===== config.mk =====
export PLATFORM = sky130hd
export DESIGN_NAME = acs_sequencer
export DESIGN_NICKNAME = d
export VERILOG_FILES = /design/src/verilog/acs_pkg.sv /design/src/verilog/acs_sequencer.sv /design/src/verilog/acs_pin_sync.sv /design/src/verilog/acs_axil_regs.sv
export VERILOG_INCLUDE_DIRS = /design/src /design/src/verilog
export SDC_FILE = /design/constraint.sdc
export NUM_CORES = 1
export LEC_CHECK = 0
export BUFFER_PORTS_ARGS = -buffer_cell sky130_fd_sc_hd__buf_2
export CORE_MARGIN = 2
export CORE_UTILIZATION = 62
export DETAILED_ROUTE_END_ITERATION = 10
export PLACE_DENSITY_LB_ADDON = 0.05
export SLEW_MARGIN = 20
export SYNTH_ARGS = -nofsm -noshare
export SYNTH_HDL_FRONTEND = slang
export SYNTH_SLANG_ARGS = --single-unit

===== constraint.sdc =====
create_clock -name aclk -period 15.4 [get_ports aclk]
set_input_delay 3.08 -clock aclk [delete_from_list [all_inputs] [get_ports aclk]]
set_output_delay 3.08 -clock aclk [all_outputs]
set_load 0.02 [all_outputs]

===== src/verilog/acs_cfg.svh =====
// Constants of the converter control sequencer: counts, offsets, fields and reset values.
`ifndef ACS_CFG_SVH
`define ACS_CFG_SVH

// ****************************************************************************
// Timing
// ****************************************************************************
`define ACS_CLK_KHZ        125000
`define ACS_POR_MS         10
`define ACS_POR_CYC        (`ACS_POR_MS * `ACS_CLK_KHZ)
`define ACS_WAKE_CYC       12'd1800
`define ACS_CAL_CYC        12'd3246
`define ACS_CAL_OFS_CYC    (`ACS_CAL_CYC / 12'd2)
`define ACS_CAL_GAIN_CYC   (`ACS_CAL_CYC - `ACS_CAL_OFS_CYC)
`define ACS_SAMPLE_REQUEST_CYC       12'd1622
`define ACS_SAMPLE_REQUEST_STBY_CYC  12'd1624

// ****************************************************************************
// Result arithmetic
// ****************************************************************************
`define ACS_BP_OFFSET      19'sh08000
`define ACS_RESULT_MAX     19'sh0ffff
`define ACS_GAIN_SHIFT     15
`define ACS_GAIN_RST       16'h8000
`define ACS_ZERO_RST       16'h0000

// ****************************************************************************
// Pin vector positions
// ****************************************************************************
`define ACS_PINS           4
`define ACS_PIN_MCLK       0
`define ACS_PIN_TRIM       1
`define ACS_PIN_SAMPLE     2
`define ACS_PIN_RANGE      3

// ****************************************************************************
// Register map
// ****************************************************************************
`define ACS_ADDR_W         8
`define ACS_REG_CTRL       8'h00
`define ACS_REG_STATUS     8'h04
`define ACS_REG_RESULT     8'h08
`define ACS_REG_COEF       8'h0c
`define ACS_CTRL_W         4
`define ACS_CTRL_RST       4'h0
`define ACS_CTRL_SRC       0
`define ACS_CTRL_SW_TRIM   1
`define ACS_CTRL_SW_SAMPLE 2
`define ACS_CTRL_SW_RANGE  3
`define ACS_RESP_OKAY      2'b00
`define ACS_RESP_SLVERR    2'b10

`endif


===== src/verilog/acs_pkg.sv =====
// Types shared by the converter control sequencer modules.
`include "acs_cfg.svh"
package acs_pkg;

   typedef enum logic [6:0]
   {
      st_por      = 7'h01,
      st_wake     = 7'h02,
      st_standby  = 7'h04,
      st_cal_ofs  = 7'h08,
      st_cal_gain = 7'h10,
      st_align    = 7'h20,
      st_convert  = 7'h40
   } acs_state_t;

   typedef struct packed
   {
      logic [`ACS_PINS-1:0] s1;
      logic [`ACS_PINS-1:0] s2;
      logic [`ACS_PINS-1:0] s3;
      logic [`ACS_PINS-1:0] q;
   } acs_sync_t;

   typedef struct packed
   {
      logic                   aw_got;
      logic                   w_got;
      logic [`ACS_ADDR_W-1:0] waddr;
      logic [31:0]            wdata;
      logic [3:0]             wstrb;
      logic                   bvalid;
      logic [1:0]             bresp;
      logic                   rvalid;
      logic [31:0]            rdata;
      logic [1:0]             rresp;
      logic [`ACS_CTRL_W-1:0] ctrl;
   } acs_axil_t;

   typedef struct packed
   {
      acs_state_t  state;
      logic [20:0] por_cnt;
      logic [11:0] cnt;
      logic        mclk_prev;
      logic        half_phase;
      logic        sample_prev;
      logic        pend_cal;
      logic        pend_sample_request;
      logic        stby_start;
      logic [15:0] zero;
      logic [15:0] gain;
      logic [15:0] result;
      logic        result_bp;
      logic        ready_n;
      logic        cal_done;
   } acs_seq_t;

endpackage : acs_pkg


===== src/verilog/acs_sequencer.sv =====
// Calibrate and convert sequencer of a delta-sigma measurement converter.
//
// Operation
// - After reset, hold everything in power-on reset for about ten milliseconds.
// - Then spend 1800 master clock cycles waking up.
// - Commands seen at power-on or during wake-up are held until wake-up ends.
// - With nothing pending at wake-up end, enter standby.
// - Trim and sample requests both high start calibration; immediately from standby.
// - Calibration does an offset step then a gain step, giving zero and slope.
// - Calibration lasts 3246 master cycles; coefficients are kept for later conversions.
// - Both ranges use the same factors; signed range adds 8000h.
// - At calibration end, sample request low goes to standby, high converts.
// - Sample request re-raised with trim high restarts calibration.
// - Sample request re-raised with trim low is ignored during calibration.
// - The range select input is ignored during calibration.
// - Sample request held high converts continuously, 1622 master cycles each.
// - Internal half-rate clock delays a standby start by up to two cycles.
// - A standby start converts for 1624 master cycles, then ready falls.
// - A sample request rise with trim low during conversion restarts the conversion; with trim high it calibrates.
// - Trim pulse with sample held high calibrates, then ready marks first result; here a trim pulse alone is ignored while converting.
// - The filter settles in one conversion, so the first result is valid.
// - Unipolar results are straight binary, signed range results offset binary.
//
// Chosen here: register access over AXI4-Lite and the placing of the registers.
`timescale 1ns/100ps
`default_nettype none
`include "acs_cfg.svh"
module acs_sequencer
#(
   parameter int unsigned POR_CYCLES = `ACS_POR_CYC
)
(
   // Clock and reset
   input  wire logic                   aclk,
   input  wire logic                   aresetn,
   // Converter pins
   input  wire logic                   master_clock_in,
   input  wire logic                   trim_request,
   input  wire logic                   sample_request,
   input  wire logic                   signed_range_select,
   output logic                        result_ready_n,
   // Front end and serial port side
   input  wire logic [15:0]            modulator_word,
   output logic                        cal_offset_active,
   output logic                        cal_gain_active,
   output logic                        convert_active,
   output logic      [15:0]            result_word,
   output logic                        result_bipolar,
   // AXI4-Lite register bus
   input  wire logic                   s_axi_awvalid,
   output logic                        s_axi_awready,
   input  wire logic [`ACS_ADDR_W-1:0] s_axi_awaddr,
   input  wire logic                   s_axi_wvalid,
   output logic                        s_axi_wready,
   input  wire logic [31:0]            s_axi_wdata,
   input  wire logic [3:0]             s_axi_wstrb,
   output logic                        s_axi_bvalid,
   input  wire logic                   s_axi_bready,
   output logic      [1:0]             s_axi_bresp,
   input  wire logic                   s_axi_arvalid,
   output logic                        s_axi_arready,
   input  wire logic [`ACS_ADDR_W-1:0] s_axi_araddr,
   output logic                        s_axi_rvalid,
   input  wire logic                   s_axi_rready,
   output logic      [31:0]            s_axi_rdata,
   output logic      [1:0]             s_axi_rresp
);
   import acs_pkg::*;

   // ************************************************************************
   // Result scaling
   // ************************************************************************
   // Gain is unsigned with 8000h as unity. The signed range reuses the unipolar
   // slope below its zero point, so no second calibration is needed.
   function automatic logic [15:0] acs_scale
   (
      input logic [15:0] raw,
      input logic [15:0] zero,
      input logic [15:0] gain,
      input logic        bipolar
   );
      logic signed [16:0] diff;
      logic signed [33:0] prod;
      logic signed [18:0] val;
      begin
         diff = $signed({1'b0, raw}) - $signed({1'b0, zero});
         prod = diff * $signed({1'b0, gain});
         val  = 19'(prod >>> `ACS_GAIN_SHIFT);
         if (bipolar)
            val = val + `ACS_BP_OFFSET;
         if (val < 19'sh00000)
            acs_scale = 16'h0000;
         else if (val > `ACS_RESULT_MAX)
            acs_scale = 16'hffff;
         else
            acs_scale = val[15:0];
      end
   endfunction : acs_scale

   // ************************************************************************
   // Pins and registers
   // ************************************************************************
   logic [`ACS_PINS-1:0]   pin_q;
   logic [`ACS_CTRL_W-1:0] ctrl;
   logic [31:0]            status_word;
   logic                   trim;
   logic                   sample;
   logic                   bipolar;
   logic                   mclk_en;
   logic                   half_en;
   logic                   sample_rise;
   logic                   both_high;
   logic [11:0]            sample_request_len;
   acs_seq_t               r;
   acs_seq_t               next_r;

   acs_pin_sync u_sync
   (
      .aclk    (aclk),
      .aresetn (aresetn),
      .pin_raw ({signed_range_select, sample_request, trim_request, master_clock_in}),
      .pin_q   (pin_q)
   );

   acs_axil_regs u_regs
   (
      .aclk        (aclk),
      .aresetn     (aresetn),
      .awvalid     (s_axi_awvalid),
      .awready     (s_axi_awready),
      .awaddr      (s_axi_awaddr),
      .wvalid      (s_axi_wvalid),
      .wready      (s_axi_wready),
      .wdata       (s_axi_wdata),
      .wstrb       (s_axi_wstrb),
      .bvalid      (s_axi_bvalid),
      .bready      (s_axi_bready),
      .bresp       (s_axi_bresp),
      .arvalid     (s_axi_arvalid),
      .arready     (s_axi_arready),
      .araddr      (s_axi_araddr),
      .rvalid      (s_axi_rvalid),
      .rready      (s_axi_rready),
      .rdata       (s_axi_rdata),
      .rresp       (s_axi_rresp),
      .ctrl        (ctrl),
      .status_word (status_word),
      .result_word ({16'h0000, r.result}),
      .coef_word   ({r.gain, r.zero})
   );

   // Software may take over the three command inputs for bring-up.
   assign trim    = ctrl[`ACS_CTRL_SRC] ? ctrl[`ACS_CTRL_SW_TRIM]   : pin_q[`ACS_PIN_TRIM];
   assign sample  = ctrl[`ACS_CTRL_SRC] ? ctrl[`ACS_CTRL_SW_SAMPLE] : pin_q[`ACS_PIN_SAMPLE];
   assign bipolar = ctrl[`ACS_CTRL_SRC] ? ctrl[`ACS_CTRL_SW_RANGE]  : pin_q[`ACS_PIN_RANGE];

   assign mclk_en     = pin_q[`ACS_PIN_MCLK] && !r.mclk_prev;
   assign half_en     = mclk_en && r.half_phase;
   assign sample_rise = sample && !r.sample_prev;
   assign both_high   = trim && sample;
   assign sample_request_len    = r.stby_start ? `ACS_SAMPLE_REQUEST_STBY_CYC : `ACS_SAMPLE_REQUEST_CYC;

   assign status_word = {21'h000000, r.result_bp, r.ready_n, r.cal_done, 1'b0, r.state};

   // ************************************************************************
   // Sequencer
   // ************************************************************************
   always_comb
   begin
      next_r             = r;
      next_r.mclk_prev   = pin_q[`ACS_PIN_MCLK];
      next_r.sample_prev = sample;
      if (mclk_en)
         next_r.half_phase = !r.half_phase;
      unique case (r.state)
         st_por:
         begin
            next_r.pend_cal  = r.pend_cal || both_high;
            next_r.pend_sample_request = r.pend_sample_request || sample;
            next_r.por_cnt   = r.por_cnt + 21'd1;
            if (r.por_cnt == 21'(POR_CYCLES - 1))
            begin
               next_r.state = st_wake;
               next_r.cnt   = 12'd0;
            end
         end

         st_wake:
         begin
            next_r.pend_cal  = r.pend_cal || both_high;
            next_r.pend_sample_request = r.pend_sample_request || sample;
            if (mclk_en)
            begin
               next_r.cnt = r.cnt + 12'd1;
               if (r.cnt == `ACS_WAKE_CYC - 12'd1)
               begin
                  next_r.cnt       = 12'd0;
                  next_r.pend_cal  = 1'b0;
                  next_r.pend_sample_request = 1'b0;
                  if (r.pend_cal || both_high)
                     next_r.state = st_cal_ofs;
                  else if (r.pend_sample_request || sample)
                     next_r.state = st_align;
                  else
                     next_r.state = st_standby;
               end
            end
         end

         st_standby:
         begin
            next_r.cnt = 12'd0;
            if (both_high)
               next_r.state = st_cal_ofs;
            else if (sample)
               next_r.state = st_align;
         end

         st_cal_ofs:
         begin
            // The range select input plays no part here.
            if (sample_rise && trim)
               next_r.cnt = 12'd0;
            else if (mclk_en)
            begin
               next_r.cnt = r.cnt + 12'd1;
               if (r.cnt == `ACS_CAL_OFS_CYC - 12'd1)
               begin
                  next_r.zero  = modulator_word;
                  next_r.cnt   = 12'd0;
                  next_r.state = st_cal_gain;
               end
            end
         end

         st_cal_gain:
         begin
            if (sample_rise && trim)
            begin
               next_r.cnt   = 12'd0;
               next_r.state = st_cal_ofs;
            end
            else if (mclk_en)
            begin
               next_r.cnt = r.cnt + 12'd1;
               if (r.cnt == `ACS_CAL_GAIN_CYC - 12'd1)
               begin
                  next_r.gain     = modulator_word;
                  next_r.cal_done = 1'b1;
                  next_r.cnt      = 12'd0;
                  if (sample)
                  begin
                     next_r.stby_start = 1'b0;
                     next_r.state      = st_convert;
                  end
                  else
                     next_r.state = st_standby;
               end
            end
         end

         st_align:
         begin
            // Starting on the half-rate phase costs up to two master cycles.
            if (half_en)
            begin
               next_r.cnt        = 12'd0;
               next_r.stby_start = 1'b1;
               next_r.state      = st_convert;
            end
         end

         st_convert:
         begin
            // Both requests high means calibrate, which outranks a restart.
            if (sample_rise && trim)
            begin
               next_r.cnt   = 12'd0;
               next_r.state = st_cal_ofs;
            end
            else if (sample_rise)
            begin
               next_r.cnt        = 12'd0;
               next_r.stby_start = 1'b0;
               next_r.ready_n    = 1'b1;
            end
            else if (mclk_en)
            begin
               next_r.cnt = r.cnt + 12'd1;
               if (r.cnt == 12'd0)
                  next_r.ready_n = 1'b1;
               if (r.cnt == sample_request_len - 12'd1)
               begin
                  // Range select is read here, not latched at the start.
                  next_r.result     = acs_scale(modulator_word, r.zero, r.gain, bipolar);
                  next_r.result_bp  = bipolar;
                  next_r.ready_n    = 1'b0;
                  next_r.cnt        = 12'd0;
                  next_r.stby_start = 1'b0;
                  if (!sample)
                     next_r.state = st_standby;
               end
            end
         end

         default:
         begin
            next_r.state = st_standby;
         end
      endcase
   end

   always_ff @(posedge aclk)
   begin
      if (!aresetn)
      begin
         r         <= '0;
         r.state   <= st_por;
         // Unity gain until the first calibration ends; no offset until its offset step ends.
         r.gain    <= `ACS_GAIN_RST;
         r.zero    <= `ACS_ZERO_RST;
         r.ready_n <= 1'b1;
      end
      else
         r <= next_r;
   end

   // ************************************************************************
   // Outputs
   // ************************************************************************
   assign result_ready_n    = r.ready_n;
   assign result_word       = r.result;
   assign result_bipolar    = r.result_bp;
   assign cal_offset_active = r.state == st_cal_ofs;
   assign cal_gain_active   = r.state == st_cal_gain;
   assign convert_active    = r.state == st_convert;

endmodule : acs_sequencer
`default_nettype wire


===== src/verilog/acs_pin_sync.sv =====
// Three-stage synchroniser for the asynchronous control pins and master clock.
`timescale 1ns/100ps
`default_nettype none
`include "acs_cfg.svh"
module acs_pin_sync
(
   // Clock and reset
   input  wire logic                 aclk,
   input  wire logic                 aresetn,
   // Pins
   input  wire logic [`ACS_PINS-1:0] pin_raw,
   output logic      [`ACS_PINS-1:0] pin_q
);
   import acs_pkg::*;

   acs_sync_t r;
   acs_sync_t next_r;

   // A bit changes only once the second and third stages agree.
   always_comb
   begin
      next_r    = r;
      next_r.s1 = pin_raw;
      next_r.s2 = r.s1;
      next_r.s3 = r.s2;
      next_r.q  = (r.s2 & r.s3) | (r.q & (r.s2 ^ r.s3));
   end

   always_ff @(posedge aclk)
   begin
      if (!aresetn)
         r <= '0;
      else
         r <= next_r;
   end

   assign pin_q = r.q;

endmodule : acs_pin_sync
`default_nettype wire


===== src/verilog/acs_axil_regs.sv =====
// AXI4-Lite slave holding the control register and reading back sequencer state.
`timescale 1ns/100ps
`default_nettype none
`include "acs_cfg.svh"
module acs_axil_regs
(
   // Clock and reset
   input  wire logic                   aclk,
   input  wire logic                   aresetn,
   // Write address and data
   input  wire logic                   awvalid,
   output logic                        awready,
   input  wire logic [`ACS_ADDR_W-1:0] awaddr,
   input  wire logic                   wvalid,
   output logic                        wready,
   input  wire logic [31:0]            wdata,
   input  wire logic [3:0]             wstrb,
   // Write response
   output logic                        bvalid,
   input  wire logic                   bready,
   output logic      [1:0]             bresp,
   // Read
   input  wire logic                   arvalid,
   output logic                        arready,
   input  wire logic [`ACS_ADDR_W-1:0] araddr,
   output logic                        rvalid,
   input  wire logic                   rready,
   output logic      [31:0]            rdata,
   output logic      [1:0]             rresp,
   // Register contents
   output logic      [`ACS_CTRL_W-1:0] ctrl,
   input  wire logic [31:0]            status_word,
   input  wire logic [31:0]            result_word,
   input  wire logic [31:0]            coef_word
);
   import acs_pkg::*;

   acs_axil_t r;
   acs_axil_t next_r;

   assign awready = !r.aw_got && !r.bvalid;
   assign wready  = !r.w_got && !r.bvalid;
   assign arready = !r.rvalid;

   always_comb
   begin
      next_r = r;
      if (awvalid && awready)
      begin
         next_r.aw_got = 1'b1;
         next_r.waddr  = awaddr;
      end
      if (wvalid && wready)
      begin
         next_r.w_got = 1'b1;
         next_r.wdata = wdata;
         next_r.wstrb = wstrb;
      end
      // Address and data may arrive in either order; the response waits for both.
      if (r.aw_got && r.w_got)
      begin
         next_r.aw_got = 1'b0;
         next_r.w_got  = 1'b0;
         next_r.bvalid = 1'b1;
         next_r.bresp  = `ACS_RESP_OKAY;
         unique case (r.waddr)
            `ACS_REG_CTRL:
            begin
               if (r.wstrb[0])
                  next_r.ctrl = r.wdata[`ACS_CTRL_W-1:0];
            end
            `ACS_REG_STATUS, `ACS_REG_RESULT, `ACS_REG_COEF:
            begin
               next_r.bresp = `ACS_RESP_OKAY;
            end
            default:
            begin
               next_r.bresp = `ACS_RESP_SLVERR;
            end
         endcase
      end
      if (r.bvalid && bready)
         next_r.bvalid = 1'b0;
      if (arvalid && arready)
      begin
         next_r.rvalid = 1'b1;
         next_r.rresp  = `ACS_RESP_OKAY;
         unique case (araddr)
            `ACS_REG_CTRL:   next_r.rdata = {28'h0000000, r.ctrl};
            `ACS_REG_STATUS: next_r.rdata = status_word;
            `ACS_REG_RESULT: next_r.rdata = result_word;
            `ACS_REG_COEF:   next_r.rdata = coef_word;
            default:
            begin
               next_r.rdata = 32'h00000000;
               next_r.rresp = `ACS_RESP_SLVERR;
            end
         endcase
      end
      else if (r.rvalid && rready)
         next_r.rvalid = 1'b0;
   end

   always_ff @(posedge aclk)
   begin
      if (!aresetn)
      begin
         r      <= '0;
         r.ctrl <= `ACS_CTRL_RST;
      end
      else
         r <= next_r;
   end

   assign bvalid = r.bvalid;
   assign bresp  = r.bresp;
   assign rvalid = r.rvalid;
   assign rdata  = r.rdata;
   assign rresp  = r.rresp;
   assign ctrl   = r.ctrl;

endmodule : acs_axil_regs
`default_nettype wire


==> results of run 1 <==
power breakdown:
group          leakage [nW]  internal, mW  switching, mW
Sequential             1.36         0.446         0.0126
Combinational          8.14        0.0870          0.164
Clock                 0.290         0.246          0.204
Total                  9.79         0.779          0.381
state kept, by name (all words and copies together) (netlist names), 4 cells and up:
register / cells
u_sync.r: 4
result_word: 16
u_regs.ctrl: 4
u_regs.rdata: 32
r: 79
u_sync.pin_q: 4
u_regs.r: 15
u_sync.next_r: 8
metrics by stage:
step	instance area, um2	util (%)	cells	setup slack, ns
after floorplan	19800	-	2254	3.64
after global placement	20300	64.4	2627	2.36
after detailed placement	20300	64.4	2627	2.25
after CTS	20900	66.4	2659	2.66
after global routing	20900	66.4	2662	2.02
final	20900	66.4	2664	2.50
path summary, 6_finish.rpt:
path	cells after the start	slack (ns)	endpoint	startpoint
worst min-delay path	1	0.43	u_sync.next_r[7]	u_sync.next_r[11]
worst max-delay path	31	2.50	result_word[15]	modulator_word[1]
worst max register to register	31	4.77	result_word[15]	r[36]
worst min register to register	1	0.43	u_sync.next_r[7]	u_sync.next_r[11]
cells by family after synthesis:
kind of cell	Yosys count	synth area share (%)
adders and majority gates	388	34.9
DFF	168	17.0
AOI/OAI and AO/OA	307	11.4
and+or+nand+nor	725	19.3
xor gates and xnor gates	70	3.18
buffers and inverters	544	11.4
other	1	0.0190
muxes	50	2.80
area by class of cell:
cell class	instances	share of cell area [%]
multi-input cells	1542	68.0
repair buffers	143	3.87
clock buffers	17	2.03
well taps	402	2.41
flip-flops and latches	168	16.1
clock inverters	15	0.892
diodes	5	0.0598
inverters	372	6.68
layout by cell type, fill, tap and decap left out, types with 18 or more instances in the layout:
master,instances
xnor2_1,45
nand3_1,36
nor2b_1,108
nand2_1,228
nor2_1,75
o21ai_0,50
a22oi_1,26
ha_1,117
a221o_1,18
buf_2,106
nand2b_1,20
and2_1,136
inv_1,372
mux2i_1,44
a21boi_0,27
dfxtp_1,168
nor3b_1,20
a21oi_1,51
buf_4,37
and3_1,27
fa_1,271
routing by layer:
metal | GRT usage [%] | share of wire (%)
met1 | 41.3 | 42
met5 | 0 | 0
met2 | 50.5 | 48
met3 | 5.59 | 6.9
met4 | 11.1 | 3.2
critical path: cells and delay by family:
kind	cells	cell delay, ns
and+or+nand+nor	4	1.48
AOI/OAI and AO/OA	15	4.55
adders and majority gates	8	3.78
buffers and inverters	3	0.25
xor gates and xnor gates	1	0.14
==> flow_metrics.tcl, run 1 <==
set metrics [dict create \
    status "complete, no violations" \
    avgSynthCellArea_um2 8.77 \
    crit_fanout 18 \
    fin_skew_ns 0.0151 \
    grt_pass1_vias 15600 \
    tightest_slew_ns 1.13 \
    startpoint_type "primary input" \
    synth_edf_count 0 \
    synth.top_cell.area_share_pct 27.4 \
    rsz0062_at_grt "false" \
    syn_inst 2253 \
    synth_seq_cells 168 \
    wirelength_mm 49.1 \
    wl_per_cell_um 18.4 \
    syn_area_mm2 0.0198 \
    ys_async_sr_fraction_pct 0 \
    final_nets 2711 \
    cp_slowest_stage_delay_ns 0.61 \
    cts_made_buffers 17 \
    tritoncts "yes" \
    whs_ns 0.433 \
    n_fill_cell 2705 \
    critPathArrivalTime_ns 13.29 \
    finalCritPeriodShare_pct 83.8 \
    syn_to_final_growth_pct 5.76 \
    die_w_um 183 \
    ctsResizeCount 0 \
    synth_warnings 0 \
    cp-end-kind "register" \
    slowest_stage "o311ai_0" \
    fmax_mhz 77.5 \
    via_per_inst 5.75 \
    power_mw 1.16 \
    ys_types 82 \
    cts_buffer_depth 2 \
    grt_pass1_wl_mm 80.8 \
    path_class "in2reg" \
    dpl.hpwl_mm 36.9 \
    clk_pin_slew_ns 0.07 \
    dr.pass1.iters 5 \
    crit_top_cell "fa_1" \
    setup_tns_ns 0 \
    seqCellArea_mm2 0.00336 \
    drtAntennaViolNets 0 \
    yosysSeqAreaShare_pct 17.0 \
    drc 0 \
    place_congestion 0.901 \
    setup_viol 0 \
    port_buffers 107 \
    powerDensity_mw_per_mm2 55.5 \
    num_io_pins 141 \
    antenna_found_initial 5 \
    overflow 0 \
    power.leakage_nw 9.79 \
    num_vias 15300 \
    hold_violations 0 \
    peakVddDrop_mv 0.0860 \
    htreeDepth 4 \
    min_path_type "reg2reg" \
    maxSlewViolCount 0 \
    multi_input_area_mm2 0.0142 \
    ys.flop_type "dfxtp_1" \
    cts_hold_buf 0 \
    track_usage_pct 30.9 \
    std_cell_rows 65 \
    worst_ep_required_time_ns 15.79 \
    drive_gt1_share_pct 9.97 \
    die_h_um 183 \
    grt_start_max_net_pins 93 \
    max_slew_margin_pct 24.5 \
    cts_setup_buffers 0 \
    drv_cap 0 \
    synth.largest_area_cell "fa_1" \
    start_util_pct 62.8 \
    drtIter0Drc 1110 \
    synth_common_cells "inv_1, fa_1, nand2_1" \
    dieArea_mm2 0.0333 \
    synth_area_leaders "fa_1, dfxtp_1, ha_1, inv_1, nand2_1" \
    coreArea_mm2 0.0315 \
    clock-root-buffer "clkbuf_16" \
    worst_skew_pair.late_latency_ns 0.45 \
    synth.most_common_cell "inv_1" \
    post-route-min-period_ns 12.90 \
    cts_sinks 168 \
]
Power figures use the tool's default switching activity.
==> run 2: changes to the inputs <==
==> constraint.sdc (replaced) <==
create_clock -name aclk -period 12.3 [get_ports aclk]
set_input_delay 2.46 -clock aclk [delete_from_list [all_inputs] [get_ports aclk]]
set_output_delay 2.46 -clock aclk [all_outputs]
set_load 0.02 [all_outputs]
==> run 2 against run 1 <==
  * Global-route usage is 1.3 points higher
  * Worst setup slack worse by 1.9 ns
  * Highest routed layer unchanged
  * Hold slack improved by 0.0020 ns
  * Largest power group is now the clock network
  * Critical endpoint is now result_word[1]
  * Utilization rose by 0.39 points
  * Cell count grew 0.49%
  * Non-clock buffer count grew 14
  * Power is 27% higher
==> flow_metrics.tcl, run 2 (synthesized netlist as in run 1, its figures left out) <==
set metrics [dict create \
    rsz0062_at_grt "false" \
    r2r_slack_ns 2.31 \
    dr.pass1.iters 6 \
    drc 0 \
    peakVddDrop_mv 0.106 \
    wl_per_cell_um 18.9 \
    top_register "r" \
    cp_slowest_stage_delay_ns 0.79 \
    cts_hold_buf 0 \
    slowest_stage "fa_1" \
    die_h_um 183 \
    clk_pin_slew_ns 0.07 \
    path_buf_inv 5 \
    final_common_cell "inv_1" \
    worstHoldStart "u_sync.next_r[10]" \
    overflow 0 \
    coreArea_mm2 0.0315 \
    layout_common_cells "inv_1, fa_1, nand2_1" \
    fin_cells 2677 \
    grt_pass1_vias 16000 \
    wirelength_mm 50.6 \
    cts_made_buffers 17 \
    cp-end-kind "register" \
    path_class "in2reg" \
    tightest_slew_ns 1.16 \
    place_inst 2640 \
    antenna_found_initial 3 \
    crit_top_cell "fa_1" \
    track_usage_pct 32.2 \
    min_path_type "reg2reg" \
    startpoint_type "primary input" \
    drv_cap 0 \
    port_buffers 107 \
    powerDensity_mw_per_mm2 70.0 \
    clock-root-buffer "clkbuf_16" \
    max_slew_margin_pct 22.8 \
    reg2reg_from "r[36]" \
    crit_start "modulator_word[0]" \
    hold_violations 0 \
    grt_pass1_wl_mm 84.0 \
    num_io_pins 141 \
    htreeDepth 4 \
    status "complete, no violations" \
    setup_tns_ns 0 \
    start_util_pct 62.8 \
    worst_skew_pair.late_latency_ns 0.45 \
    fmax_mhz 85.6 \
    die_w_um 183 \
    worst_ep_required_time_ns 12.64 \
    std_cell_rows 65 \
    drtIter0Drc 1092 \
    setup_viol 0 \
    place_congestion 0.924 \
    drtAntennaViolNets 0 \
    largest_reg_flops 79 \
    fin_skew_ns 0.0175 \
    dieArea_mm2 0.0333 \
    crit_fanout 16 \
    num_vias 15500 \
    via_per_inst 5.79 \
    critPathTopFamily "adder cells" \
    finalCritPeriodShare_pct 94.9 \
    cts_sinks 168 \
    maxSlewViolCount 0 \
    post-route-min-period_ns 11.68 \
    syn_to_final_growth_pct 6.38 \
    grt_start_max_net_pins 92 \
    final_nets 2725 \
    dpl.hpwl_mm 38.3 \
    cts_buffer_depth 2 \
    tritoncts "yes" \
    power.leakage_nw 9.87 \
    drive_gt1_share_pct 10.4 \
    critPathArrivalTime_ns 12.01 \
]
run 2: changes by cell type in the layout (fill, tap and decap cells not counted), sizes merged:
cell,before,now
diode,5,4
clkinvlp,3,0
bufinv,2,3
buf,143,157
clkinv,4,6
inv,378,376
clkbuf,17,19
run 2: path summary, 6_finish.rpt:
path                                          to  cells past startpoint
worst max-delay path              result_word[1]                     34
worst max register to register    result_word[1]                     32
worst min-delay path            u_sync.next_r[6]                      1
worst min register to register  u_sync.next_r[6]                      1
run 2: cell type report:
class | instances | area (um2)
flip-flops and latches | 168 | 3360
repair buffers | 157 | 926
fillers | 2605 | 10400
diodes | 4 | 10.0
well taps | 402 | 503
clock inverters | 13 | 186
clock buffers | 19 | 453
inverters | 372 | 1400
multi-input cells | 1542 | 14200
run 2: what timing repair did:
action                     in CTS  in global routing
buffers inserted                0                  1
gates resized for setup         0                  1
setup endpoints to repair       0                 16
run 2: metal layers:
layer	track usage, %	wire length [um]	up-vias	share of wire [%]
met5	0	0	-	0
met4	11.7	1690	0	3.3
met3	7.24	3820	105	7.5
met2	52.2	24100	547	48
met1	42.6	21000	7677	42
li1	-	-	7166	-
run 2: worst register-to-register path, delay by kind of cell (launching register included):
kind	cells	cell delay (ns)
compound gates	15	4.01
fa+ha+maj	8	3.82
simple gates	5	1.26
flops	1	0.42
buf+inv	4	0.36
run 2: stage by stage:
step | total power [mW] | cell area (um2) | hold slack [ns] | util, % | worst slack, ns
after floorplan | 0.796 | 19800 | 0.412 | - | 1.16
after global placement | 0.892 | 20300 | 0.414 | 64.6 | 0.191
after detailed placement | 0.897 | 20300 | 0.422 | 64.6 | 0.000371
after CTS | 1.47 | 21000 | 0.441 | 66.7 | 0.453
after global routing | 1.54 | 21000 | 0.452 | 66.8 | 0.133
final | 1.47 | 21000 | 0.435 | 66.8 | 0.623
run 2: where the power goes:
group / leakage [nW] / internal, mW / switching [mW]
sequential: 1.36 / 0.559 / 0.0158
clock: 0.315 / 0.337 / 0.244
combinational: 8.20 / 0.111 / 0.205
==> run 3: changes to the inputs <==
--- a/config.mk
+++ b/config.mk
@@ -8,9 +8,10 @@
 export LEC_CHECK = 0
 export BUFFER_PORTS_ARGS = -buffer_cell sky130_fd_sc_hd__buf_2
 export CORE_MARGIN = 2
-export CORE_UTILIZATION = 62
+export CORE_UTILIZATION = 40
 export DETAILED_ROUTE_END_ITERATION = 10
 export PLACE_DENSITY_LB_ADDON = 0.05
+export REMOVE_ABC_BUFFERS = 1
 export SLEW_MARGIN = 20
 export SYNTH_ARGS = -nofsm -noshare
 export SYNTH_HDL_FRONTEND = slang
==> run 3 against run 2 <==
  * Wire length grew 9.4%
  * Worst setup slack gained 0.058 ns
  * Cell count grew 11%
  * Maximum frequency grew 0.50%
  * Critical path depth shrank 1
  * Clock-buffer cell count grew 1
  * Sequential share of layout area shrank 0.36 points
  * Sequential power is essentially flat
  * Power is essentially flat
  * Utilization shrank 23 points
  * Sequential cell count is the same
  * Critical path type unchanged
==> flow_metrics.tcl, run 3 (synthesized netlist as in run 1, its figures left out) <==
set metrics [dict create \
    status "complete, no violations" \
    crit_start "modulator_word[1]" \
    cts_sinks 168 \
    largest_reg_flops 79 \
    grt_start_max_net_pins 104 \
    crit_top_cell "fa_1" \
    dpl.hpwl_mm 42.8 \
    overflow 0 \
    final_nets 2747 \
    cts_buffer_depth 2 \
    cts_made_buffers 17 \
    min_path_type "reg2reg" \
    dr.pass1.iters 6 \
    finalCritPeriodShare_pct 94.5 \
    die_w_um 226 \
    setup_tns_ns 0 \
    dp_slack_ns -0.0354 \
    antenna_found_initial 4 \
    rsz0062_at_grt "false" \
    top_register "r" \
    via_per_inst 5.11 \
    clock-root-buffer "clkbuf_16" \
    std_cell_rows 81 \
    num_io_pins 141 \
    tritoncts "yes" \
    layout_common_cells "inv_1, fa_1, nand2_1" \
    crit_path_end "result_word[7]" \
    startpoint_type "primary input" \
    grt_pass1_wl_mm 89.4 \
    path_buf_inv 5 \
    drive_gt1_share_pct 11.2 \
    place_congestion 0.840 \
    port_buffers 107 \
    wirelength_mm 55.3 \
    dieArea_mm2 0.0512 \
    coreArea_mm2 0.0488 \
    setup_viol 0 \
    start_util_pct 40.5 \
    critPathArrivalTime_ns 12.01 \
    drtIter0Drc 764 \
    maxSlewViolCount 0 \
    cp_slowest_stage_delay_ns 0.62 \
    final_core_util_pct 44.1 \
    reg2reg_to "result_word[7]" \
    powerDensity_mw_per_mm2 68.5 \
    r2r_cells 33 \
    syn_to_final_growth_pct 8.85 \
    n_fill_cell 4984 \
    slowest_stage "fa_1" \
    grt_pass1_vias 15800 \
    tightest_slew_ns 1.09 \
    worst_ep_required_time_ns 12.69 \
    worst_skew_pair.late_latency_ns 0.45 \
    cp-end-kind "register" \
    critPathTopFamily "compound AO/OA/AOI/OAI gates" \
    post-route-min-period_ns 11.62 \
    fmax_mhz 86.1 \
    peakVddDrop_mv 0.0878 \
    drc 0 \
    htreeDepth 4 \
    crit_fanout 16 \
    track_usage_pct 22.8 \
    final_common_cell "inv_1" \
    r2r_slack_ns 2.26 \
    max_slew_margin_pct 26.9 \
    worstSetupPathDepth 33 \
    fin_skew_ns 0.0119 \
    drv_cap 0 \
    wl_per_cell_um 18.7 \
    die_h_um 226 \
    hold_violations 0 \
    drtAntennaViolNets 0 \
    path_class "in2reg" \
    clk_pin_slew_ns 0.06 \
    timing.final.ws_setup_ns 0.681 \
    reg2reg_from "r[36]" \
    num_vias 15100 \
    power.leakage_nw 9.96 \
]
run 3: worst register-to-register path, delay by kind of cell (launching register included):
family                     cells  cell delay [ns]
DFF                            1             0.47
muxes                          1             0.34
adders and majority gates      8             3.58
AOI/OAI and AO/OA             16             4.45
buffers and inverters          5             0.41
and+or+nand+nor                3             0.73
run 3: worst min-delay path by stage:
| stage | cells after the start | from | to |
|---|---|---|---|
| 5_1_grt | 1 | u_sync.next_r[11] | u_sync.next_r[7] |
| 4_1_cts | 1 | u_sync.next_r[11] | u_sync.next_r[7] |
| 6_report | 1 | u_sync.next_r[11] | u_sync.next_r[7] |
| 2_1_floorplan | 1 | u_sync.next_r[8] | u_sync.next_r[4] |
| 3_3_place_gp | 1 | u_sync.next_r[11] | u_sync.next_r[7] |
| 3_5_place_dp | 1 | u_sync.next_r[11] | u_sync.next_r[7] |
run 3: cell type report:
type | instances | area (um2) | area share, %
multi-input combinational | 1542 | 14200 | 65.9
inverter | 372 | 1400 | 6.49
timing repair buffer | 179 | 1130 | 5.24
clock inverter | 12 | 165 | 0.768
clock buffer | 20 | 447 | 2.08
sequential | 168 | 3360 | 15.6
tap | 664 | 831 | 3.86
antenna | 4 | 10.0 | 0.0465
run 3: where the power goes:
group          internal [mW]  switching, mW
Sequential             0.559         0.0181
Clock                  0.328          0.245
Combinational          0.117          0.206
Total                   1.00          0.469
run 3: what timing repair did:
| action | CTS | global route |
|---|---|---|
| resized for setup | 0 | 2 |
| buffers inserted | 0 | 1 |
| setup endpoints to repair | 0 | 16 |
| hold buffers | 0 | 0 |
run 3: routing by layer:
layer | up-vias | wire length [um] | GRT usage, %
met4 | 0 | 1070 | 5.41
met1 | 7546 | 24900 | 31.0
met2 | 302 | 27200 | 38.7
met5 | - | 0 | 0
met3 | 59 | 2130 | 2.76
li1 | 7212 | - | -
run 3: per-stage QoR:
stage	cells	total power, mW	area [um2]	hold slack [ns]
floorplan	2082	0.782	18900	0.412
global placement	2924	0.908	20900	0.422
detailed placement	2924	0.911	20900	0.421
CTS	2956	1.49	21500	0.437
global route	2958	1.55	21500	0.452
finish	2961	1.47	21500	0.431
